`src/pkg/dprmc_pkg.sv`:
```
package dprmc_pkg;
   // ===============================
   // timing
   localparam int CLK_PERIOD_NS       = 8;
   localparam int UNPLUG_DEBOUNCE_NS  = 2000;
   localparam int IRQ_PULSE_MAX_NS    = 1000;
   localparam int UNPLUG_DEBOUNCE_CYC = (UNPLUG_DEBOUNCE_NS + CLK_PERIOD_NS - 1) / CLK_PERIOD_NS;
   localparam int IRQ_PULSE_MAX_CYC   = (IRQ_PULSE_MAX_NS / CLK_PERIOD_NS < 1) ? 1 : IRQ_PULSE_MAX_NS / CLK_PERIOD_NS;
   localparam int HPD_CNT_W           = 16;
   // ===============================
   // snooped dpcd locations and fields
   localparam logic [19:0] DPCD_LANE_COUNT_ADDR = 20'h00101;
   localparam logic [19:0] DPCD_LANE0_SET_ADDR  = 20'h00103;
   localparam logic [19:0] DPCD_SET_POWER_ADDR  = 20'h00600;
   localparam logic [7:0]  DPCD_RESET_VAL       = 8'h00;
   localparam int          LANE_CNT_LSB         = 0;
   localparam int          SWING_LSB            = 0;
   localparam int          PREEMPH_LSB          = 3;
   localparam int          PWR_LSB              = 0;
   localparam logic [1:0]  PWR_NORMAL           = 2'h1;
   localparam logic [1:0]  PWR_D3               = 2'h2;
   // ===============================
   // output levels
   localparam logic [1:0]  SWING_TMDS_600MV     = 2'h1;
   localparam logic [1:0]  LEVEL_RESET_VAL      = 2'h0;
   // ===============================
   // types
   typedef enum logic [2:0] {
      MODE_SHUTDOWN = 3'h0,
      MODE_STANDBY  = 3'h1,
      MODE_D3       = 3'h2,
      MODE_ACTIVE   = 3'h3,
      MODE_OUTDIS   = 3'h4
   } dprmc_mode_t;
   typedef struct packed {
      logic [HPD_CNT_W-1:0] lowCnt;
      logic                 unplugged;
   } dprmc_hpd_st_t;
   typedef struct packed {
      logic [7:0] laneCount;
      logic [7:0] lane0Set;
      logic       d3Entry;
      logic       d3Exit;
   } dprmc_dpcd_st_t;
   typedef struct packed {
      dprmc_mode_t mode;
      logic        hpdOut;
      logic        cadOut;
      logic        cadOe;
      logic        mlEn;
      logic        auxMonEn;
      logic        auxSrcEn;
      logic        auxSnkEn;
      logic        ddcEn;
      logic        i2cEn;
      logic        tmds;
      logic [1:0]  swing;
      logic [1:0]  preemph;
   } dprmc_ctl_st_t;
endpackage

```
`src/verilog/dprmc_dpcd_snoop.sv`:
```
`timescale 1ns/10ps
module dprmc_dpcd_snoop (
   // clock and reset
   input  wire logic        ref_clk,
   input  wire logic        rst,
   input  wire logic        clearDpcd,
   // snooped aux writes
   input  wire logic        snoopEn,
   input  wire logic        auxWrValid,
   input  wire logic [19:0] auxWrAddr,
   input  wire logic [7:0]  auxWrData,
   // local copy state
   output logic             dpcdValid,
   output logic             linkTrained,
   output logic [1:0]       trainSwing,
   output logic [1:0]       trainPreemph,
   output logic             d3Entry,
   output logic             d3Exit
);
   // ===============================
   // local dpcd copy
   dprmc_pkg::dprmc_dpcd_st_t st_ff;
   dprmc_pkg::dprmc_dpcd_st_t nxt_st;
   logic [4:0] laneCnt;
   logic [2:0] levelSum;
   logic [1:0] pwr;

   assign pwr = auxWrData[dprmc_pkg::PWR_LSB +: 2];

   always_comb begin
      nxt_st         = st_ff;
      nxt_st.d3Entry = 1'b0;
      nxt_st.d3Exit  = 1'b0;
      if (snoopEn && auxWrValid) begin
         unique case (auxWrAddr)
            dprmc_pkg::DPCD_LANE_COUNT_ADDR: nxt_st.laneCount = auxWrData;
            dprmc_pkg::DPCD_LANE0_SET_ADDR:  nxt_st.lane0Set = auxWrData;
            dprmc_pkg::DPCD_SET_POWER_ADDR: begin
               nxt_st.d3Entry = (pwr == dprmc_pkg::PWR_D3);
               nxt_st.d3Exit  = (pwr == dprmc_pkg::PWR_NORMAL);
            end
            default: nxt_st.d3Exit = 1'b0;
         endcase
      end
   end

   // rst or the reset pin (clearDpcd) clears the copy
   always_ff @(posedge ref_clk) begin
      if (rst || clearDpcd) begin
         st_ff <= '{laneCount: dprmc_pkg::DPCD_RESET_VAL, lane0Set: dprmc_pkg::DPCD_RESET_VAL,
                    d3Entry: 1'b0, d3Exit: 1'b0};
      end else begin
         st_ff <= nxt_st;
      end
   end

   // forbidden lane count or level pair
   assign laneCnt      = st_ff.laneCount[dprmc_pkg::LANE_CNT_LSB +: 5];
   assign trainSwing   = st_ff.lane0Set[dprmc_pkg::SWING_LSB +: 2];
   assign trainPreemph = st_ff.lane0Set[dprmc_pkg::PREEMPH_LSB +: 2];
   assign levelSum     = {1'b0, trainSwing} + {1'b0, trainPreemph};
   assign dpcdValid    = ((laneCnt == 5'h00) || (laneCnt == 5'h01) || (laneCnt == 5'h02) || (laneCnt == 5'h04))
                         && (levelSum <= 3'h3);
   // outputs enabled once lanes are trained
   assign linkTrained  = (laneCnt != 5'h00);
   assign d3Entry      = st_ff.d3Entry;
   assign d3Exit       = st_ff.d3Exit;
endmodule

```
`src/verilog/dprmc_hpd_filter.sv`:
```
`timescale 1ns/10ps
module dprmc_hpd_filter #(
   parameter int DEBOUNCE_CYC = dprmc_pkg::UNPLUG_DEBOUNCE_CYC,
   parameter int IRQ_CYC      = dprmc_pkg::IRQ_PULSE_MAX_CYC
) (
   // clock and reset
   input  wire logic ref_clk,
   input  wire logic rst,
   // hot-plug level
   input  wire logic hpdIn,
   output logic      unplugged
);
   // ===============================
   // low-time counter
   localparam int LIMIT = (DEBOUNCE_CYC > IRQ_CYC) ? DEBOUNCE_CYC : IRQ_CYC;
   localparam logic [dprmc_pkg::HPD_CNT_W-1:0] LIMIT_V = LIMIT[dprmc_pkg::HPD_CNT_W-1:0];
   dprmc_pkg::dprmc_hpd_st_t st_ff;
   dprmc_pkg::dprmc_hpd_st_t nxt_st;

   always_comb begin
      nxt_st = st_ff;
      if (hpdIn) begin
         nxt_st.lowCnt    = '0;
         nxt_st.unplugged = 1'b0;
      end else if (st_ff.lowCnt < LIMIT_V) begin
         nxt_st.lowCnt = st_ff.lowCnt + 1'b1;
      end else begin
         // only lows beyond the limit count
         nxt_st.unplugged = 1'b1;
      end
   end

   always_ff @(posedge ref_clk) begin
      if (rst) begin
         st_ff <= '0;
      end else begin
         st_ff <= nxt_st;
      end
   end

   assign unplugged = st_ff.unplugged;
endmodule

```
`src/verilog/dprmc_mode_ctrl.sv`:
```
`timescale 1ns/10ps
// Notes on behaviour
// - shutdown: hot-plug follows sink, i2c follows reset pin, rest off
// - reset pin low: i2c off, copy cleared
// - enable low keeps local dpcd copy
// - shutdown when enable or reset low
// - standby: i2c on, aux monitor off, outputs off
// - d3: outputs off, i2c on, aux monitored
// - snooped d3 entry command enters d3
// - cable detect high selects tmds mode
// - dp: levels from training or i2c
// - dp: source aux on, sink aux/ddc gated
// - dp: main link off until training enables
// - short hot-plug lows keep active mode
// - tmds swing defaults 600mVpp, i2c overrides
// - tmds mode ignores all aux traffic
// - compliance: i2c drives cable, and hot-plug when awake
// - compliance: i2c levels, auto power-down off
// - snooped dpcd writes copied locally
// - forbidden 101h/103h value disables outputs
// - valid copy returns to selected mode
// - standby to active on hot-plug high
// - d3 exit on command or cable high
// - inactive stream disables, active stream returns
module dprmc_mode_ctrl #(
   parameter int DEBOUNCE_CYC = dprmc_pkg::UNPLUG_DEBOUNCE_CYC,
   parameter int IRQ_CYC      = dprmc_pkg::IRQ_PULSE_MAX_CYC
) (
   // clock and reset
   input  wire logic        ref_clk,
   input  wire logic        rst,
   // device pins
   input  wire logic        enablePin,
   input  wire logic        resetLowPinN,
   input  wire logic        sinkHotplugIn,
   input  wire logic        sinkCableDetectIn,
   // main link monitor
   input  wire logic        streamActive,
   // snooped aux writes
   input  wire logic        auxWrValid,
   input  wire logic [19:0] auxWrAddr,
   input  wire logic [7:0]  auxWrData,
   // local i2c settings
   input  wire logic        i2cComplianceEn,
   input  wire logic        i2cTestHotplug,
   input  wire logic        i2cTestCableDetect,
   input  wire logic        i2cAutoPdDisable,
   input  wire logic        i2cLevelOverride,
   input  wire logic [1:0]  i2cSwing,
   input  wire logic [1:0]  i2cPreemph,
   input  wire logic        i2cSinkAuxDisable,
   input  wire logic        i2cDdcDisable,
   // source-side pins
   output logic             sourceHotplugOut,
   output logic             sourceHotplugOe,
   output logic             sourceCableDetectOut,
   output logic             sourceCableDetectOe,
   // path enables and levels
   output logic             mainLinkOutEn,
   output logic             auxMonitorEn,
   output logic             auxSrcEn,
   output logic             auxSnkEn,
   output logic             ddcEn,
   output logic             i2cEn,
   output logic             tmdsMode,
   output logic [1:0]       outSwing,
   output logic [1:0]       outPreemph,
   output logic [2:0]       modeState
);
   // ===============================
   // helpers
   dprmc_pkg::dprmc_ctl_st_t st_ff;
   dprmc_pkg::dprmc_ctl_st_t nxt_st;
   logic       effHpd;
   logic       effCad;
   logic       run;
   logic       unplugged;
   logic       autoDown;
   logic       snoopEn;
   logic       dpcdValid;
   logic       linkTrained;
   logic [1:0] trainSwing;
   logic [1:0] trainPreemph;
   logic       d3Entry;
   logic       d3Exit;
   logic       nxtAwake;
   logic       nxtDp;

   assign effHpd   = i2cComplianceEn ? i2cTestHotplug : sinkHotplugIn;
   assign effCad   = i2cComplianceEn ? i2cTestCableDetect : sinkCableDetectIn;
   assign run      = enablePin && resetLowPinN;
   // auto power-down can be switched off
   assign autoDown = unplugged && !i2cAutoPdDisable;
   assign snoopEn  = run && !st_ff.tmds && (st_ff.mode == dprmc_pkg::MODE_ACTIVE
                     || st_ff.mode == dprmc_pkg::MODE_D3 || st_ff.mode == dprmc_pkg::MODE_OUTDIS);

   // ===============================
   // submodules
   dprmc_hpd_filter #(
      .DEBOUNCE_CYC (DEBOUNCE_CYC),
      .IRQ_CYC      (IRQ_CYC)
   ) u_hpd (
      .ref_clk   (ref_clk),
      .rst       (rst),
      .hpdIn     (effHpd),
      .unplugged (unplugged)
   );

   // reset pin low clears the copy
   dprmc_dpcd_snoop u_dpcd (
      .ref_clk      (ref_clk),
      .rst          (rst),
      .clearDpcd    (!resetLowPinN),
      .snoopEn      (snoopEn),
      .auxWrValid   (auxWrValid),
      .auxWrAddr    (auxWrAddr),
      .auxWrData    (auxWrData),
      .dpcdValid    (dpcdValid),
      .linkTrained  (linkTrained),
      .trainSwing   (trainSwing),
      .trainPreemph (trainPreemph),
      .d3Entry      (d3Entry),
      .d3Exit       (d3Exit)
   );

   // ===============================
   // mode selection
   always_comb begin
      nxt_st   = st_ff;
      nxtAwake = 1'b0;
      nxtDp    = 1'b0;
      unique case (st_ff.mode)
         dprmc_pkg::MODE_SHUTDOWN: begin
            nxt_st.mode = dprmc_pkg::MODE_STANDBY;
         end
         dprmc_pkg::MODE_STANDBY: begin
            if (effHpd) begin
               nxt_st.mode = dprmc_pkg::MODE_ACTIVE;
            end
         end
         dprmc_pkg::MODE_ACTIVE: begin
            if (autoDown) begin
               nxt_st.mode = dprmc_pkg::MODE_STANDBY;
            end else if (!dpcdValid || !streamActive) begin
               nxt_st.mode = dprmc_pkg::MODE_OUTDIS;
            end else if (d3Entry && !st_ff.tmds) begin
               nxt_st.mode = dprmc_pkg::MODE_D3;
            end
         end
         dprmc_pkg::MODE_D3: begin
            if (autoDown) begin
               nxt_st.mode = dprmc_pkg::MODE_STANDBY;
            end else if (!dpcdValid) begin
               nxt_st.mode = dprmc_pkg::MODE_OUTDIS;
            end else if (d3Exit || effCad) begin
               nxt_st.mode = dprmc_pkg::MODE_ACTIVE;
            end
         end
         dprmc_pkg::MODE_OUTDIS: begin
            // return once copy and stream are good
            if (dpcdValid && streamActive) begin
               nxt_st.mode = autoDown ? dprmc_pkg::MODE_STANDBY : dprmc_pkg::MODE_ACTIVE;
            end
         end
         default: begin
            nxt_st.mode = dprmc_pkg::MODE_SHUTDOWN;
         end
      endcase
      // enable or reset pin low forces shutdown
      if (!run) begin
         nxt_st.mode = dprmc_pkg::MODE_SHUTDOWN;
      end
      // cable detect picks tmds while active
      if (nxt_st.mode == dprmc_pkg::MODE_ACTIVE) begin
         nxt_st.tmds = effCad;
      end
      nxtAwake = (nxt_st.mode != dprmc_pkg::MODE_SHUTDOWN);
      nxtDp    = !nxt_st.tmds;
      // hot-plug follows sink, compliance drives it when awake
      nxt_st.hpdOut   = (nxtAwake && i2cComplianceEn) ? i2cTestHotplug : sinkHotplugIn;
      nxt_st.cadOut   = i2cComplianceEn ? i2cTestCableDetect : sinkCableDetectIn;
      nxt_st.cadOe    = nxtAwake;
      nxt_st.i2cEn    = resetLowPinN;
      nxt_st.mlEn     = (nxt_st.mode == dprmc_pkg::MODE_ACTIVE) && (nxt_st.tmds || linkTrained);
      // monitor off in standby, on in d3 for dp
      nxt_st.auxMonEn = nxtDp && (nxt_st.mode == dprmc_pkg::MODE_ACTIVE
                        || nxt_st.mode == dprmc_pkg::MODE_D3 || nxt_st.mode == dprmc_pkg::MODE_OUTDIS);
      // aux and ddc paths in active dp
      nxt_st.auxSrcEn = nxtDp && (nxt_st.mode == dprmc_pkg::MODE_ACTIVE);
      nxt_st.auxSnkEn = nxt_st.auxSrcEn && !i2cSinkAuxDisable;
      nxt_st.ddcEn    = nxt_st.auxSrcEn && !i2cDdcDisable;
      if (i2cLevelOverride) begin
         nxt_st.swing   = i2cSwing;
         nxt_st.preemph = i2cPreemph;
      end else if (nxt_st.tmds) begin
         nxt_st.swing   = dprmc_pkg::SWING_TMDS_600MV;
         nxt_st.preemph = dprmc_pkg::LEVEL_RESET_VAL;
      end else begin
         nxt_st.swing   = trainSwing;
         nxt_st.preemph = trainPreemph;
      end
   end

   always_ff @(posedge ref_clk) begin
      if (rst) begin
         st_ff <= '{mode: dprmc_pkg::MODE_SHUTDOWN, swing: dprmc_pkg::LEVEL_RESET_VAL,
                    preemph: dprmc_pkg::LEVEL_RESET_VAL, default: 1'b0};
      end else begin
         st_ff <= nxt_st;
      end
   end

   // ===============================
   // outputs
   assign sourceHotplugOut     = st_ff.hpdOut;
   assign sourceHotplugOe      = 1'b1;
   assign sourceCableDetectOut = st_ff.cadOut;
   assign sourceCableDetectOe  = st_ff.cadOe;
   assign mainLinkOutEn        = st_ff.mlEn;
   assign auxMonitorEn         = st_ff.auxMonEn;
   assign auxSrcEn             = st_ff.auxSrcEn;
   assign auxSnkEn             = st_ff.auxSnkEn;
   assign ddcEn                = st_ff.ddcEn;
   assign i2cEn                = st_ff.i2cEn;
   assign tmdsMode             = st_ff.tmds;
   assign outSwing             = st_ff.swing;
   assign outPreemph           = st_ff.preemph;
   assign modeState            = st_ff.mode;
endmodule
```
`config.mk`:
```
export PLATFORM = sky130hd
export DESIGN_NAME = dprmc_mode_ctrl
export DESIGN_NICKNAME = d
export VERILOG_FILES = /design/src/pkg/dprmc_pkg.sv /design/src/verilog/dprmc_dpcd_snoop.sv /design/src/verilog/dprmc_hpd_filter.sv /design/src/verilog/dprmc_mode_ctrl.sv
export SDC_FILE = /design/constraint.sdc
export NUM_CORES = 1
export LEC_CHECK = 0
export BUFFER_PORTS_ARGS = -buffer_cell sky130_fd_sc_hd__buf_2
export CAP_MARGIN = 20
export CELL_PAD_IN_SITES_DETAIL_PLACEMENT = 1
export CELL_PAD_IN_SITES_GLOBAL_PLACEMENT = 1
export CORE_UTILIZATION = 39
export DETAILED_ROUTE_END_ITERATION = 10
export PLACE_DENSITY_LB_ADDON = 0.05
export SYNTH_ARGS = -nofsm -noshare
export SYNTH_HDL_FRONTEND = slang
export SYNTH_SLANG_ARGS = --single-unit
```
`constraint.sdc`:
```
create_clock -name ref_clk -period 4.1 [get_ports ref_clk]
set_input_delay 0.205 -clock ref_clk [delete_from_list [all_inputs] [get_ports ref_clk]]
set_output_delay 0.205 -clock ref_clk [all_outputs]
set_load 0.01 [all_outputs]
```
# Word level (Yosys, flattened, before mapping)
# Cells that the tools add are included.
dict set report totals {
  in_bits 47
  latchBits 0
  elab_cells 98
  memories 0
  ram_bits 0
  regBits 46
  out_inout_bits 18
  mem_bits_ro 0
}
dict set report op_classes {
  n_bitwise 2
  addsub 2
  n_eq_ne 15
  n_shift 0
  n_reduce_logical 41
  n_mul 0
  muxes 17
  div_mod_pow 0
  order_cmp 2
}
# op count
set op_table {}
lappend op_table {{20-bit by 9-bit equality test with 1-bit output, second input constant} 2}
lappend op_table {{3-bit two-way mux} 9}
lappend op_table {{20-bit by 11-bit equality test with 1-bit output, second input constant} 1}
lappend op_table {{16-bit by 1-bit adder with 16-bit output, second input constant} 1}
lappend op_table {{16-bit by 8-bit less-than comparator with 1-bit output, second input constant} 1}
lappend op_table {{3-bit case mux with 5 select lines} 1}
lappend op_table {{1-bit logical AND} 14}
lappend op_table {{3-bit by 2-bit equality test with 1-bit output, second input constant} 4}
lappend op_table {{1-bit logical OR} 11}
lappend op_table {{1-bit zero test} 8}
lappend op_table {{4-bit two-way mux} 2}
lappend op_table {{3-bit equality test, second input constant} 2}
lappend op_table {{5-bit by 1-bit equality test with 1-bit output, second input constant} 1}
lappend op_table {{5-bit by 2-bit equality test with 1-bit output, second input constant} 1}
lappend op_table {{5-bit by 3-bit equality test with 1-bit output, second input constant} 1}
lappend op_table {{5-bit zero test} 1}
lappend op_table {{5-bit nonzero test} 1}
lappend op_table {{1-bit two-way mux} 4}
lappend op_table {{2-bit AND reduction} 2}
lappend op_table {{2-bit by 2-bit adder with 3-bit output} 1}
lappend op_table {{3-bit by 1-bit equality test with 1-bit output, second input constant} 1}
lappend op_table {{3-bit by 2-bit <= comparator with 1-bit output, second input constant} 1}
lappend op_table {{3-bit zero test} 1}
lappend op_table {{3-bit nonzero test} 1}
lappend op_table {{other kinds (6)} 7}

# Logic depth before layout (Yosys ltp)
# Gate-level depths: netlist of the first run.
dict set report logic_depth {
  depth_word 16
  depth_mapped 8
  ltp_nobuf 7
}

# Cells and area by module
# A second synthesis of the first run with hierarchy kept.
dict set report unflattened {
  cells_unflattened 218
  area_unflattened_um2 2103.3
}
# module n_inst cells_each area_each_um2 seq_area_each_um2
set by_module_without_submodules {}
lappend by_module_without_submodules {dprmc_mode_ctrl 1 82 773.2 340.3}
lappend by_module_without_submodules {dprmc_hpd_filter 1 70 675.6 340.3}
lappend by_module_without_submodules {dprmc_dpcd_snoop 1 66 654.4 220.2}

# Worst setup path before layout of the first run
# No wires, ideal clock.
dict set report synth_path {
  kind {reg-to-reg}
  from {reg u_dpcd.st_ff (netlist bit u_dpcd.trainSwing[0])}
  to {reg st_ff (netlist bit outPreemph[0])}
  path_stages_with_launch 9
  n_path_buf 1
  slack_ps 2015
  t_required_ps 3966
  setup_time_ps 134
  period_less_slack_ps 2085
  arrival_ps 1951
  path_cell_list {dfxtp_1 ha_1 fa_1 nor4_1 a31oi_1 nor2_1 and3_1 clkbuf_1 o32ai_1}
}
dict set report synth_via {
  elab_chain_cells 13
  elab_cells_between_ends 17
  cone_classes {1 x add/sub; 1 x order compare; 1 x eq/ne; 10 x mux; 4 x reduce/logical}
}
# item line
set synth_rtl {}
lappend synth_rtl {{start, declared} dprmc_dpcd_snoop.sv:22} ;# dprmc_pkg::dprmc_dpcd_st_t st_ff;
lappend synth_rtl {{start signal, assigned} dprmc_dpcd_snoop.sv:50} ;# st_ff <= '{laneCount: dprmc_pkg::DPCD_RESET_VAL, lane0Set: dprmc_pkg::DPCD_RESET_VAL,
lappend synth_rtl {{start signal, assigned} dprmc_dpcd_snoop.sv:53} ;# st_ff <= nxt_st;
lappend synth_rtl {{2-bit by 2-bit adder with 3-bit output *} dprmc_dpcd_snoop.sv:61} ;# assign levelSum = {1'b0, trainSwing} + {1'b0, trainPreemph};
lappend synth_rtl {{3-bit by 2-bit <= comparator with 1-bit output *} dprmc_dpcd_snoop.sv:63} ;# && (levelSum <= 3'h3);
lappend synth_rtl {{1-bit logical AND *} dprmc_dpcd_snoop.sv:63}
lappend synth_rtl {{1-bit zero test} n/a}
lappend synth_rtl {{1-bit logical OR} dprmc_mode_ctrl.sv:144} ;# end else if (!dpcdValid || !streamActive) begin
lappend synth_rtl {{3-bit two-way mux} dprmc_mode_ctrl.sv:144}
lappend synth_rtl {{3-bit two-way mux} dprmc_mode_ctrl.sv:142} ;# if (autoDown) begin
lappend synth_rtl {{3-bit case mux with 5 select lines *} dprmc_mode_ctrl.sv:132} ;# unique case (st_ff.mode)
lappend synth_rtl {{3-bit two-way mux *} dprmc_mode_ctrl.sv:170} ;# if (!run) begin
lappend synth_rtl {{3-bit by 2-bit equality test with 1-bit output *} dprmc_mode_ctrl.sv:174} ;# if (nxt_st.mode == dprmc_pkg::MODE_ACTIVE) begin
lappend synth_rtl {{1-bit two-way mux *} dprmc_mode_ctrl.sv:174}
lappend synth_rtl {{4-bit two-way mux *} dprmc_mode_ctrl.sv:195} ;# end else if (nxt_st.tmds) begin
lappend synth_rtl {{4-bit two-way mux *} dprmc_mode_ctrl.sv:192} ;# if (i2cLevelOverride) begin
lappend synth_rtl {{end signal, assigned} dprmc_mode_ctrl.sv:206} ;# st_ff <= '{mode: dprmc_pkg::MODE_SHUTDOWN, swing: dprmc_pkg::LEVEL_RESET_VAL,
lappend synth_rtl {{end signal, assigned} dprmc_mode_ctrl.sv:209} ;# st_ff <= nxt_st;
lappend synth_rtl {{end, declared} dprmc_mode_ctrl.sv:72} ;# dprmc_pkg::dprmc_ctl_st_t st_ff;
# Every way passes the cells marked *; elsewhere a longest branch is shown, timed or not.
# A chain may end at the register's enable or synchronous reset.

# Worst setup path after layout of the first run
dict set report layout_path {
  from {reg u_dpcd.st_ff (netlist bit u_dpcd.trainSwing[0])}
  to {reg st_ff (netlist bit outSwing[0])}
}
dict set report layout_via {
  elab_chain_cells 13
  elab_cells_between_ends 17
  cone_classes {1 x add/sub; 1 x order compare; 1 x eq/ne; 10 x mux; 4 x reduce/logical}
}
# item line
set layout_rtl {}
lappend layout_rtl {{2-bit by 2-bit adder with 3-bit output} dprmc_dpcd_snoop.sv:61}
lappend layout_rtl {{3-bit by 2-bit <= comparator with 1-bit output} dprmc_dpcd_snoop.sv:63}
lappend layout_rtl {{1-bit logical AND} dprmc_dpcd_snoop.sv:63}
lappend layout_rtl {{1-bit zero test} n/a}
lappend layout_rtl {{1-bit logical OR} dprmc_mode_ctrl.sv:144}
lappend layout_rtl {{3-bit two-way mux} dprmc_mode_ctrl.sv:144}
lappend layout_rtl {{3-bit two-way mux} dprmc_mode_ctrl.sv:142}
lappend layout_rtl {{3-bit case mux with 5 select lines} dprmc_mode_ctrl.sv:132}
lappend layout_rtl {{3-bit two-way mux} dprmc_mode_ctrl.sv:170}
lappend layout_rtl {{3-bit by 2-bit equality test with 1-bit output} dprmc_mode_ctrl.sv:174}
lappend layout_rtl {{1-bit two-way mux} dprmc_mode_ctrl.sv:174}
lappend layout_rtl {{4-bit two-way mux *} dprmc_mode_ctrl.sv:195}
lappend layout_rtl {{4-bit two-way mux *} dprmc_mode_ctrl.sv:192}
# Marked as above.

==> metrics.txt, run 1 <==
# TYPE chip_impl_metric gauge
chip_impl_metric{name="netlist-cell-type-count",unit=""} 49
chip_impl_metric{name="gpl.final_weighted_congestion",unit=""} 0.8059
chip_impl_metric{name="layout.cell_area.non_filler",unit="mm2"} 0.002306
chip_impl_info{name="tritoncts_clock_tree",value="built"} 1
chip_impl_metric{name="numCtsBuffers",unit=""} 5
chip_impl_metric{name="finalNonFillerCells",unit=""} 304
chip_impl_metric{name="finish.net_count",unit=""} 301
chip_impl_metric{name="port_buffers",unit=""} 60
chip_impl_metric{name="maximum_number_of_pins_on_one_net_before_global_route_repair",unit=""} 15
chip_impl_metric{name="floorplan.core_area",unit="mm2"} 0.004474
chip_impl_metric{name="synthesis.yosys.warnings",unit=""} 0
chip_impl_metric{name="detailroute.via_count",unit=""} 1594
chip_impl_metric{name="power.leakage",unit="nW"} 1.041
chip_impl_metric{name="drc",unit=""} 6
chip_impl_metric{name="synth.avg_cell_area",unit="um2"} 9.779
chip_impl_info{name="ys_dominant_reg_cell",value="sky130_fd_sc_hd__dfxtp_1"} 1
chip_impl_metric{name="fin_ws",unit="ns"} 1.619
chip_impl_info{name="synth_top_cells_by_area",value="sky130_fd_sc_hd__dfxtp_1 48%, sky130_fd_sc_hd__mux2i_1 6.5%, sky130_fd_sc_hd__nor2_1 5.7%, sky130_fd_sc_hd__and2_1 3.4%, sky130_fd_sc_hd__nand2b_1 1.7%"} 1
chip_impl_metric{name="fp.dieH",unit="um"} 71.03
chip_impl_metric{name="cp.required",unit="ns"} 4.27
chip_impl_metric{name="fmaxAchievable",unit="GHz"} 0.4030
chip_impl_metric{name="max-slew-margin-rel",unit="%"} 61.86
chip_impl_info{name="hold_start",value="i2cDdcDisable"} 1
chip_impl_metric{name="power.density",unit="mW/mm2"} 366.9
chip_impl_metric{name="post-cts-setup-buffer-count",unit=""} 0
chip_impl_info{name="ctsRootBufferMaster",value="sky130_fd_sc_hd__clkbuf_8"} 1
chip_impl_metric{name="path_max_fanout",unit=""} 7
chip_impl_metric{name="drive_gt1_share",unit="%"} 29.37
chip_impl_metric{name="cts_num_sinks",unit=""} 45
chip_impl_metric{name="final.setup_skew",unit="ns"} 0.006837
chip_impl_info{name="critical_path.reg2reg.startpoint",value="u_dpcd.trainSwing[0]$_SDFFE_PP0P_"} 1
chip_impl_metric{name="synth_enable_flop_cells",unit=""} 0
chip_impl_info{name="worstHoldPathType",value="primary input to flop"} 1
chip_impl_metric{name="setup_total_negative_slack",unit="ns"} 0
chip_impl_metric{name="placed_area",unit="mm2"} 0.002190
chip_impl_info{name="violated_checks",value="design-rule violations"} 1
chip_impl_metric{name="peakVddDrop",unit="mV"} 0.1995
chip_impl_metric{name="cap_viol_max_count",unit=""} 0
chip_impl_info{name="synth_top_area_cell",value="sky130_fd_sc_hd__dfxtp_1"} 1
chip_impl_metric{name="post-dp-hpwl",unit="um"} 3329
chip_impl_metric{name="synth_top_area_share",unit="%"} 48.48
chip_impl_metric{name="antenna_left",unit=""} 0
chip_impl_metric{name="setup.reg_to_reg.worst_slack",unit="ns"} 1.62
chip_impl_metric{name="worst_hold_slack",unit="ns"} 0.06369
chip_impl_metric{name="drt_pre_antenna_iters",unit=""} 9
chip_impl_metric{name="per_cell_routed_wire_length",unit="um"} 14.17
chip_impl_info{name="timing_worst_setup_path_type",value="flop to flop"} 1
chip_impl_metric{name="maxSlewViolCount",unit=""} 0
chip_impl_info{name="post-synth-top-count-cell",value="sky130_fd_sc_hd__dfxtp_1"} 1
chip_impl_metric{name="pre_cts_ws",unit="ns"} 1.639
chip_impl_metric{name="layout-area-overhead-vs-synth",unit="%"} 24.11
chip_impl_info{name="grt_setup_unrepaired",value="no"} 1
chip_impl_metric{name="critPathArrivalTime",unit="ns"} 2.65
chip_impl_metric{name="routed_wirelength",unit="um"} 4307
chip_impl_metric{name="cts_max_path_buffers",unit=""} 2
chip_impl_metric{name="floorplan.io_pins",unit=""} 65
chip_impl_metric{name="worst_slew_pin_slew",unit="ns"} 0.5669
chip_impl_metric{name="clock_latency",unit="ns"} 0.29
chip_impl_metric{name="cts_hold_buffers",unit=""} 0
chip_impl_metric{name="cts_resized",unit=""} 0
chip_impl_metric{name="placementRows",unit=""} 24
chip_impl_metric{name="track_usage",unit="%"} 18.40
chip_impl_metric{name="final_number_of_hold_violating_endpoints",unit=""} 0
chip_impl_metric{name="drt_iter0_markers",unit=""} 69
chip_impl_metric{name="finalSetupViolCount",unit=""} 0
chip_impl_metric{name="die-area",unit="mm2"} 0.005045
chip_impl_metric{name="start_util",unit="%"} 41.53
chip_impl_info{name="worstSetupStartpointType",value="flop"} 1
chip_impl_metric{name="detail_route.vias_per_cell",unit=""} 5.243
chip_impl_metric{name="grt_first_pass_wirelength",unit="um"} 7320
chip_impl_metric{name="synth_area",unit="mm2"} 0.001858
chip_impl_metric{name="synth_cells",unit=""} 190
chip_impl_metric{name="flops_latches_synth",unit=""} 45
chip_impl_metric{name="final_worst_path_cycle_share",unit="%"} 60.52
chip_impl_info{name="commonest_cells_in_the_synthesized_netlist",value="45 x sky130_fd_sc_hd__dfxtp_1, 28 x sky130_fd_sc_hd__nor2_1, 12 x sky130_fd_sc_hd__mux2i_1"} 1
chip_impl_metric{name="share_of_flip_flops_with_an_asynchronous_set_or_reset_after_synthesis",unit="%"} 0
chip_impl_metric{name="grt_pass1_vias",unit=""} 1583
chip_impl_metric{name="dieWidth",unit="um"} 71.03
chip_impl_metric{name="synthesis.nets",unit=""} 240
chip_impl_metric{name="fillCellCount",unit=""} 546
chip_impl_info{name="result_of_the_run",value="complete, but fails checks"} 1
chip_impl_metric{name="dpl.cell_count",unit=""} 296
chip_impl_metric{name="antenna_cells_inserted",unit=""} 0
chip_impl_metric{name="cts.htree.levels",unit=""} 2
chip_impl_metric{name="path_clk_slew",unit="ns"} 0.08
chip_impl_metric{name="period_minus_slack",unit="ns"} 2.481
chip_impl_info{name="timing.critical_path.from",value="u_dpcd.trainSwing[0]$_SDFFE_PP0P_"} 1
chip_impl_metric{name="gr-total-overflow",unit=""} 0
chip_impl_info{name="timing.critical_path.to_type",value="flop"} 1
chip_impl_metric{name="antenna_violations_before_repair",unit=""} 0
chip_impl_metric{name="synth-seq-area-share",unit="%"} 48.48
==> final cells by class <==
type	count	area (um2)	area share, %
Clock buffer	7	86.33	3.744
Clock inverter	1	30.03	1.302
Inverter	7	26.28	1.139
Multi-Input combinational cell	132	897.1	38.90
Sequential cell	45	900.9	39.07
Tap cell	52	65.06	2.821
Timing Repair Buffer	60	300.3	13.02
==> placed cells by master (no fill, tap or decap), types with 2 or more instances in the layout <==
cell                        n
sky130_fd_sc_hd__ha_1       2
sky130_fd_sc_hd__o21ai_0    4
sky130_fd_sc_hd__mux2i_1   12
sky130_fd_sc_hd__dfxtp_1   45
sky130_fd_sc_hd__and3_1     2
sky130_fd_sc_hd__and4_1     2
sky130_fd_sc_hd__or4_1      3
sky130_fd_sc_hd__nor4_1     5
sky130_fd_sc_hd__inv_1      7
sky130_fd_sc_hd__nor3_1     2
sky130_fd_sc_hd__or3b_2     2
sky130_fd_sc_hd__mux2_2     2
sky130_fd_sc_hd__nand3_1    4
sky130_fd_sc_hd__o32ai_1    2
sky130_fd_sc_hd__nand3b_1   2
sky130_fd_sc_hd__nand4_1    4
sky130_fd_sc_hd__a21oi_1    3
sky130_fd_sc_hd__clkbuf_8   6
sky130_fd_sc_hd__nand2b_1   5
sky130_fd_sc_hd__nor2_1    28
sky130_fd_sc_hd__buf_2     60
sky130_fd_sc_hd__and2_1    10
sky130_fd_sc_hd__nand2_1    5
sky130_fd_sc_hd__xnor2_1    3
sky130_fd_sc_hd__xor2_1     3
sky130_fd_sc_hd__a31oi_1    2
sky130_fd_sc_hd__nor3b_1    4
==> cells by family after synthesis <==
family | count (synthesis) | share of synthesized area [%]
compound gates | 22 | 8.822
xor+xnor | 6 | 2.829
fa+ha+maj | 4 | 2.963
buf+inv | 13 | 3.232
flops | 45 | 48.48
mux | 14 | 7.677
other cells | 1 | 0.2018
simple gates | 85 | 25.79
==> registers in the layout, indices dropped and copies added (netlist names), 2 cells and up <==
| register | cells |
|---|---|
| modeState | 3 |
| outPreemph | 2 |
| outSwing | 2 |
| u_dpcd.laneCnt | 5 |
| u_dpcd.trainPreemph | 2 |
| u_dpcd.trainSwing | 2 |
| u_hpd.st_ff | 16 |
==> power breakdown <==
group / switching (mW) / internal (mW) / total [mW]
Combinational: 0.0293 / 0.0287 / 0.0580
Clock: 0.144 / 0.199 / 0.342
Sequential: 0.00322 / 0.442 / 0.446
Total: 0.176 / 0.670 / 0.846
==> worst paths after layout <==
check / to / cells past startpoint
min: ddcEn$_SDFF_PP0_ / 2
max reg2reg: outSwing[0]$_SDFF_PP0_ / 7
max: outSwing[0]$_SDFF_PP0_ / 7
min reg2reg: u_hpd.st_ff[12]$_SDFFE_PP0N_ / 1
==> stage by stage <==
step / util [%] / total power, mW
finish: 51.54 / 0.8460
global route: 51.54 / 0.8857
floorplan: - / 0.4801
CTS: 51.54 / 0.8557
detailed placement: 48.94 / 0.5142
global placement: 48.94 / 0.5130
==> worst max-delay path, cell delays in order, from the launching register on <==
cell,delay (ns)
sky130_fd_sc_hd__dfxtp_1,0.33
sky130_fd_sc_hd__ha_1,0.21
sky130_fd_sc_hd__fa_1,0.38
sky130_fd_sc_hd__nor4_1,0.51
sky130_fd_sc_hd__a31oi_1,0.19
sky130_fd_sc_hd__nor2_1,0.18
sky130_fd_sc_hd__a21boi_1,0.20
sky130_fd_sc_hd__o41a_1,0.36
==> routing by layer <==
metal | routed length [um] | up-vias | global-route usage, %
met2 | 1935 | 44 | 30.13
met4 | 36 | 0 | 5.333
met5 | 0 | - | 0
met1 | 2117 | 755 | 24.49
li1 | - | 791 | -
met3 | 218 | 4 | 3.989
(Power assumes the default switching activity.)
==> inputs of run 2 (changes only) <==
--- a/config.mk
+++ b/config.mk
@@ -9,7 +9,7 @@
 export CAP_MARGIN = 20
 export CELL_PAD_IN_SITES_DETAIL_PLACEMENT = 1
 export CELL_PAD_IN_SITES_GLOBAL_PLACEMENT = 1
-export CORE_UTILIZATION = 39
+export CORE_UTILIZATION = 36
 export DETAILED_ROUTE_END_ITERATION = 10
 export PLACE_DENSITY_LB_ADDON = 0.05
 export SYNTH_ARGS = -nofsm -noshare
==> constraint.sdc (replaced) <==
create_clock -name ref_clk -period 2.39 [get_ports ref_clk]
set_input_delay 0.1195 -clock ref_clk [delete_from_list [all_inputs] [get_ports ref_clk]]
set_output_delay 0.1195 -clock ref_clk [all_outputs]
set_load 0.01 [all_outputs]
==> metrics.txt, run 2 (same netlist as run 1, synthesis figures left out) <==
# TYPE chip_impl_metric gauge
chip_impl_info{name="grt_setup_unrepaired",value="no"} 1
chip_impl_metric{name="power.leakage",unit="nW"} 1.039
chip_impl_info{name="tritoncts_clock_tree",value="built"} 1
chip_impl_metric{name="die-area",unit="mm2"} 0.005452
chip_impl_metric{name="maximum_number_of_pins_on_one_net_before_global_route_repair",unit=""} 15
chip_impl_metric{name="report.power.total",unit="mW"} 1.317
chip_impl_metric{name="final_worst_path_cycle_share",unit="%"} 95.27
chip_impl_metric{name="grt_first_pass_wirelength",unit="um"} 7389
chip_impl_metric{name="critPathArrivalTime",unit="ns"} 2.44
chip_impl_info{name="worstHoldPathType",value="primary input to flop"} 1
chip_impl_metric{name="finalSetupViolCount",unit=""} 0
chip_impl_info{name="timing_worst_setup_path_type",value="flop to flop"} 1
chip_impl_metric{name="start_util",unit="%"} 38.32
chip_impl_info{name="final_cell_mix",value="60 x sky130_fd_sc_hd__buf_2, 45 x sky130_fd_sc_hd__dfxtp_1, 28 x sky130_fd_sc_hd__nor2_1, 12 x sky130_fd_sc_hd__mux2i_1, 10 x sky130_fd_sc_hd__and2_1"} 1
chip_impl_metric{name="cts_max_path_buffers",unit=""} 2
chip_impl_metric{name="antenna_left",unit=""} 0
chip_impl_metric{name="port_buffers",unit=""} 60
chip_impl_metric{name="postLayoutCoreUtil",unit="%"} 48.21
chip_impl_metric{name="cap_viol_max_count",unit=""} 0
chip_impl_metric{name="drt_pre_antenna_iters",unit=""} 4
chip_impl_metric{name="numCtsBuffers",unit=""} 5
chip_impl_metric{name="drt_iter0_markers",unit=""} 59
chip_impl_metric{name="placementRows",unit=""} 25
chip_impl_metric{name="drive_gt1_share",unit="%"} 30.08
chip_impl_metric{name="cts_num_sinks",unit=""} 45
chip_impl_metric{name="pre_cts_ws",unit="ns"} 0.05407
chip_impl_metric{name="drc",unit=""} 0
chip_impl_metric{name="post-dp-hpwl",unit="um"} 3344
chip_impl_metric{name="cts.htree.levels",unit=""} 2
chip_impl_metric{name="path_clk_slew",unit="ns"} 0.08
chip_impl_metric{name="grt_util_met2",unit="%"} 28.44
chip_impl_metric{name="fmaxAchievable",unit="GHz"} 0.4392
chip_impl_info{name="result_of_the_run",value="finished, final reports clean"} 1
chip_impl_metric{name="cp.required",unit="ns"} 2.55
chip_impl_metric{name="gpl.final_weighted_congestion",unit=""} 0.7523
chip_impl_metric{name="detailroute.via_count",unit=""} 1578
chip_impl_metric{name="final.setup_skew",unit="ns"} 0.006318
chip_impl_metric{name="maxSlewViolCount",unit=""} 0
chip_impl_info{name="timing.critical_path.to_type",value="flop"} 1
chip_impl_metric{name="path_max_fanout",unit=""} 7
chip_impl_metric{name="finish.net_count",unit=""} 305
chip_impl_metric{name="grt_pass1_vias",unit=""} 1570
chip_impl_metric{name="floorplan.io_pins",unit=""} 65
chip_impl_metric{name="met3_usage",unit="%"} 3.978
chip_impl_metric{name="floorplan.core_area",unit="mm2"} 0.004848
chip_impl_metric{name="fillCellCount",unit=""} 590
chip_impl_metric{name="routed_wirelength",unit="um"} 4375
chip_impl_metric{name="antenna_cells_inserted",unit=""} 0
chip_impl_metric{name="peakVddDrop",unit="mV"} 0.2531
chip_impl_metric{name="post-cts-setup-buffer-count",unit=""} 0
chip_impl_metric{name="finalNonFillerCells",unit=""} 323
chip_impl_metric{name="placed_area",unit="mm2"} 0.002223
chip_impl_metric{name="worst_hold_slack",unit="ns"} 0.03943
chip_impl_metric{name="final_number_of_hold_violating_endpoints",unit=""} 0
chip_impl_metric{name="clock_latency",unit="ns"} 0.29
chip_impl_metric{name="antenna_violations_before_repair",unit=""} 0
chip_impl_metric{name="layout.cell_area.non_filler",unit="mm2"} 0.002337
chip_impl_metric{name="detail_route.vias_per_cell",unit=""} 4.885
chip_impl_metric{name="per_cell_routed_wire_length",unit="um"} 13.54
chip_impl_metric{name="track_usage",unit="%"} 17.77
chip_impl_metric{name="layout-area-overhead-vs-synth",unit="%"} 25.79
chip_impl_info{name="layout.cells.most_common",value="sky130_fd_sc_hd__buf_2"} 1
chip_impl_metric{name="period_minus_slack",unit="ns"} 2.277
chip_impl_metric{name="fin_ws",unit="ns"} 0.1130
chip_impl_metric{name="dpl.cell_count",unit=""} 313
chip_impl_info{name="gr_busiest_metal",value="met2"} 1
chip_impl_metric{name="grtUsageMet1",unit="%"} 23.65
chip_impl_metric{name="fp.dieH",unit="um"} 73.84
chip_impl_info{name="top_register",value="u_hpd.st_ff"} 1
chip_impl_info{name="worstSetupStartpointType",value="flop"} 1
chip_impl_metric{name="largest_register_ffs",unit=""} 16
chip_impl_metric{name="setup_total_negative_slack",unit="ns"} 0
chip_impl_metric{name="gr-total-overflow",unit=""} 0
chip_impl_metric{name="dieWidth",unit="um"} 73.84
chip_impl_metric{name="power.density",unit="mW/mm2"} 563.6
chip_impl_info{name="ctsRootBufferMaster",value="sky130_fd_sc_hd__clkbuf_8"} 1
[run 2: cell count changes in the layout (fill, tap and decap cells not counted), sizes merged]
cell         delta
bufinv          -1
dlygate4sd3     +2
buf             +2
clkinvlp        +1
[run 2: path summary, 6_finish.rpt]
check	from	end	slack [ns]	depth (start not counted)
max	u_dpcd.trainSwing[0]$_SDFFE_PP0P_	outPreemph[0]$_SDFF_PP0_	0.11	8
min reg2reg	u_hpd.unplugged$_SDFFE_PP0P_	u_hpd.unplugged$_SDFFE_PP0P_	0.45	2
min	auxWrData[1]	u_dpcd.d3Exit$_SDFF_PP0_	0.04	2
max reg2reg	u_dpcd.trainSwing[0]$_SDFFE_PP0P_	outPreemph[0]$_SDFF_PP0_	0.11	8
[run 2: routing by layer]
metal	part of all wire, %	vias up
met5	0	-
met4	1.2	0
met3	3.9	7
met2	44	44
met1	51	729
li1	-	798
[run 2: cell type report]
cell class | count | area [um2] | area share [%]
Clock buffer | 7 | 76.32 | 3.266
Inverter | 7 | 26.28 | 1.124
Clock inverter | 1 | 7.507 | 0.3212
Multi-Input combinational cell | 132 | 907.1 | 38.81
Tap cell | 67 | 83.83 | 3.587
Sequential cell | 45 | 900.9 | 38.54
Timing Repair Buffer | 64 | 335.3 | 14.35
[run 2: worst max-delay path, stage by stage, from the launching register on]
cell and delay [ns]:
sky130_fd_sc_hd__dfxtp_1 0.34, sky130_fd_sc_hd__ha_1 0.22, sky130_fd_sc_hd__fa_1 0.40, sky130_fd_sc_hd__nor4_2 0.23, sky130_fd_sc_hd__buf_4 0.16, sky130_fd_sc_hd__a31oi_1 0.09
sky130_fd_sc_hd__nor2_1 0.20, sky130_fd_sc_hd__and3_1 0.36, sky130_fd_sc_hd__o32ai_1 0.15
[run 2: report_power, final]
group | leakage (nW) | internal (mW) | switching [mW]
combinational | 0.637 | 0.0514 | 0.0510
sequential | 0.365 | 0.759 | 0.00500
clock | 0.0385 | 0.207 | 0.244
[run 2: repair_timing]
| action | 4_1_cts | 5_1_grt |
|---|---|---|
| hold buffers | 2 | 0 |
| endpoints found under the hold margin | 2 | 0 |
| setup endpoints to repair | 0 | 7 |
| gates resized for setup | 0 | 2 |
==> inputs of run 3 (changes only) <==
--- a/config.mk
+++ b/config.mk
@@ -12,6 +12,7 @@
 export CORE_UTILIZATION = 36
 export DETAILED_ROUTE_END_ITERATION = 10
 export PLACE_DENSITY_LB_ADDON = 0.05
+export RECOVER_POWER = 25
 export SYNTH_ARGS = -nofsm -noshare
 export SYNTH_HDL_FRONTEND = slang
 export SYNTH_SLANG_ARGS = --single-unit
==> metrics.txt, run 3 (same netlist as run 1, synthesis figures left out) <==
# TYPE chip_impl_metric gauge
chip_impl_metric{name="maximum_number_of_pins_on_one_net_before_global_route_repair",unit=""} 15
chip_impl_metric{name="grt_first_pass_wirelength",unit="um"} 7389
chip_impl_info{name="critical-path-slowest-cell",value="sky130_fd_sc_hd__fa_1"} 1
chip_impl_metric{name="detail_route.vias_per_cell",unit=""} 4.839
chip_impl_metric{name="period_minus_slack",unit="ns"} 2.275
chip_impl_metric{name="power.density",unit="mW/mm2"} 567.1
chip_impl_info{name="critPathCapture",value="outPreemph[0]$_SDFF_PP0_"} 1
chip_impl_metric{name="worst_hold_slack",unit="ns"} 0.03993
chip_impl_info{name="ctsRootBufferMaster",value="sky130_fd_sc_hd__clkbuf_8"} 1
chip_impl_info{name="timing.critical_path.from",value="u_dpcd.trainSwing[0]$_SDFFE_PP0P_"} 1
chip_impl_metric{name="path_clk_slew",unit="ns"} 0.08
chip_impl_metric{name="crit_cells",unit=""} 8
chip_impl_metric{name="drc",unit=""} 0
chip_impl_metric{name="r2r_cells",unit=""} 8
chip_impl_metric{name="floorplan.core_area",unit="mm2"} 0.004848
chip_impl_metric{name="track_usage",unit="%"} 17.77
chip_impl_metric{name="antenna_violations_before_repair",unit=""} 0
chip_impl_info{name="timing_worst_setup_path_type",value="flop to flop"} 1
chip_impl_metric{name="placementRows",unit=""} 25
chip_impl_metric{name="gr-total-overflow",unit=""} 0
chip_impl_metric{name="finish.net_count",unit=""} 305
chip_impl_metric{name="port_buffers",unit=""} 60
chip_impl_info{name="timing.critical_path.max_delay_family",value="simple AND/OR/NAND/NOR gates"} 1
chip_impl_metric{name="cp.required",unit="ns"} 2.55
chip_impl_metric{name="postLayoutCoreUtil",unit="%"} 47.85
chip_impl_metric{name="maxSlewViolCount",unit=""} 0
chip_impl_info{name="final_cell_mix",value="46 x sky130_fd_sc_hd__buf_2, 45 x sky130_fd_sc_hd__dfxtp_1, 28 x sky130_fd_sc_hd__nor2_1, 16 x sky130_fd_sc_hd__clkbuf_1, 12 x sky130_fd_sc_hd__mux2i_1"} 1
chip_impl_info{name="critical_path.reg2reg.startpoint",value="u_dpcd.trainSwing[0]$_SDFFE_PP0P_"} 1
chip_impl_info{name="worstHoldPathType",value="primary input to flop"} 1
chip_impl_metric{name="numCtsBuffers",unit=""} 5
chip_impl_metric{name="power_frac_comb",unit="%"} 7.6
chip_impl_metric{name="largest_register_ffs",unit=""} 16
chip_impl_metric{name="start_util",unit="%"} 38.32
chip_impl_metric{name="drt_pre_antenna_iters",unit=""} 4
chip_impl_metric{name="routed_wirelength",unit="um"} 4392
chip_impl_metric{name="final_worst_path_cycle_share",unit="%"} 95.21
chip_impl_metric{name="power.leakage",unit="nW"} 0.9841
chip_impl_metric{name="critPathMaxStageDelay",unit="ns"} 0.40
chip_impl_metric{name="final_number_of_hold_violating_endpoints",unit=""} 0
chip_impl_info{name="timing.rr.end",value="outPreemph[0]$_SDFF_PP0_"} 1
chip_impl_metric{name="layout-area-overhead-vs-synth",unit="%"} 24.85
chip_impl_metric{name="clock_latency",unit="ns"} 0.29
chip_impl_metric{name="drive_gt1_share",unit="%"} 24.61
chip_impl_metric{name="path_max_fanout",unit=""} 7
chip_impl_metric{name="setup_total_negative_slack",unit="ns"} 0
chip_impl_metric{name="finalSetupViolCount",unit=""} 0
chip_impl_metric{name="antenna_left",unit=""} 0
chip_impl_metric{name="antenna_cells_inserted",unit=""} 0
chip_impl_metric{name="fmaxAchievable",unit="GHz"} 0.4395
chip_impl_metric{name="power.clock.fraction",unit="%"} 34.3
chip_impl_info{name="worstSetupStartpointType",value="flop"} 1
chip_impl_metric{name="drt_iter0_markers",unit=""} 58
chip_impl_metric{name="peakVddDrop",unit="mV"} 0.2527
chip_impl_metric{name="p_sw",unit="mW"} 0.3002
chip_impl_metric{name="report.power.total",unit="mW"} 1.315
chip_impl_metric{name="p_seq_share",unit="%"} 58.1
chip_impl_metric{name="placed_area",unit="mm2"} 0.002223
chip_impl_metric{name="post-dp-hpwl",unit="um"} 3344
chip_impl_metric{name="critical_path.n_buffers_inverters",unit=""} 1
chip_impl_metric{name="setup.reg_to_reg.worst_slack",unit="ns"} 0.11
chip_impl_metric{name="swShare",unit="%"} 22.82
chip_impl_info{name="layout.cells.most_common",value="sky130_fd_sc_hd__buf_2"} 1
chip_impl_info{name="tritoncts_clock_tree",value="built"} 1
chip_impl_metric{name="cts.htree.levels",unit=""} 2
chip_impl_metric{name="detailroute.via_count",unit=""} 1563
chip_impl_metric{name="intPower",unit="mW"} 1.015
chip_impl_metric{name="grt_pass1_vias",unit=""} 1570
chip_impl_metric{name="post-cts-setup-buffer-count",unit=""} 0
chip_impl_info{name="worstPathCellList",value="ha_1 > fa_1 > nor4_2 > buf_4 > a31oi_1 > nor2_1 > and3_1 > o32ai_1"} 1
chip_impl_metric{name="per_cell_routed_wire_length",unit="um"} 13.60
chip_impl_metric{name="final.setup_skew",unit="ns"} 0.006054
chip_impl_metric{name="floorplan.io_pins",unit=""} 65
chip_impl_metric{name="layout.cell_area.non_filler",unit="mm2"} 0.002320
chip_impl_metric{name="cts_num_sinks",unit=""} 45
chip_impl_metric{name="gpl.final_weighted_congestion",unit=""} 0.7523
chip_impl_metric{name="dieWidth",unit="um"} 73.84
chip_impl_metric{name="fp.dieH",unit="um"} 73.84
chip_impl_info{name="grt_setup_unrepaired",value="no"} 1
chip_impl_info{name="result_of_the_run",value="finished, final reports clean"} 1
chip_impl_metric{name="cts_max_path_buffers",unit=""} 2
chip_impl_metric{name="cap_viol_max_count",unit=""} 0
chip_impl_metric{name="die-area",unit="mm2"} 0.005452
chip_impl_metric{name="critPathArrivalTime",unit="ns"} 2.44
chip_impl_info{name="top_register",value="u_hpd.st_ff"} 1
chip_impl_info{name="timing.critical_path.to_type",value="flop"} 1
run 3: cell count changes in the layout (fill, tap and decap cells not counted), sizes merged:
cell / before / now
clkbuf: 7 / 21
buf: 62 / 48
run 3: layout make-up:
cell class	instances	area, um2
Sequential cell	45	900.9
Clock inverter	1	7.507
Inverter	7	26.28
Fill cell	596	2529
Multi-Input combinational cell	132	907.1
Tap cell	67	83.83
Clock buffer	7	76.32
Timing Repair Buffer	64	317.8
run 3: repair_timing:
action                     in CTS  in global routing
gates resized for setup         0                  2
hold endpoints to repair        2                  0
hold buffers                    2                  0
setup endpoints to repair       0                  7
run 3: power groups by stage:
| stage | clock, mW | sequential [mW] | combinational [mW] |
|---|---|---|---|
| final | 0.451 | 0.764 | 0.100 |
| after global routing | 0.515 | 0.766 | 0.112 |
| after CTS | 0.467 | 0.764 | 0.104 |
| after detailed placement | 0 | 0.782 | 0.101 |
| after global placement | 0 | 0.782 | 0.0988 |
| after floorplan | 0 | 0.785 | 0.0382 |
run 3: worst min path at each step:
| stage | startpoint | endpoint | slack [ns] | cells after the start |
|---|---|---|---|---|
| 3_5_place_dp | i2cDdcDisable | ddcEn$_SDFF_PP0_ | 0.28 | 2 |
| 3_3_place_gp | i2cSinkAuxDisable | auxSnkEn$_SDFF_PP0_ | 0.28 | 2 |
| 4_1_cts | auxWrData[1] | u_dpcd.d3Exit$_SDFF_PP0_ | 0.03 | 2 |
| 6_report | auxWrData[1] | u_dpcd.d3Exit$_SDFF_PP0_ | 0.04 | 2 |
| 2_1_floorplan | i2cSinkAuxDisable | auxSnkEn$_SDFF_PP0_ | 0.19 | 1 |
| 5_1_grt | auxWrData[1] | u_dpcd.d3Exit$_SDFF_PP0_ | 0.03 | 2 |
run 3: stage by stage:
stage,cells,setup WS [ns]
2_1_floorplan,190,0.3052
3_3_place_gp,313,0.08771
3_5_place_dp,313,0.05407
4_1_cts,323,0.02826
5_1_grt,323,0.004847
6_report,323,0.1146
run 3: per-layer routing:
| layer | global-route usage [%] | share of wire, % |
|---|---|---|
| met1 | 23.65 | 51 |
| met2 | 28.44 | 44 |
| met3 | 3.978 | 3.7 |
| met4 | 5.769 | 1.0 |
| met5 | 0 | 0 |
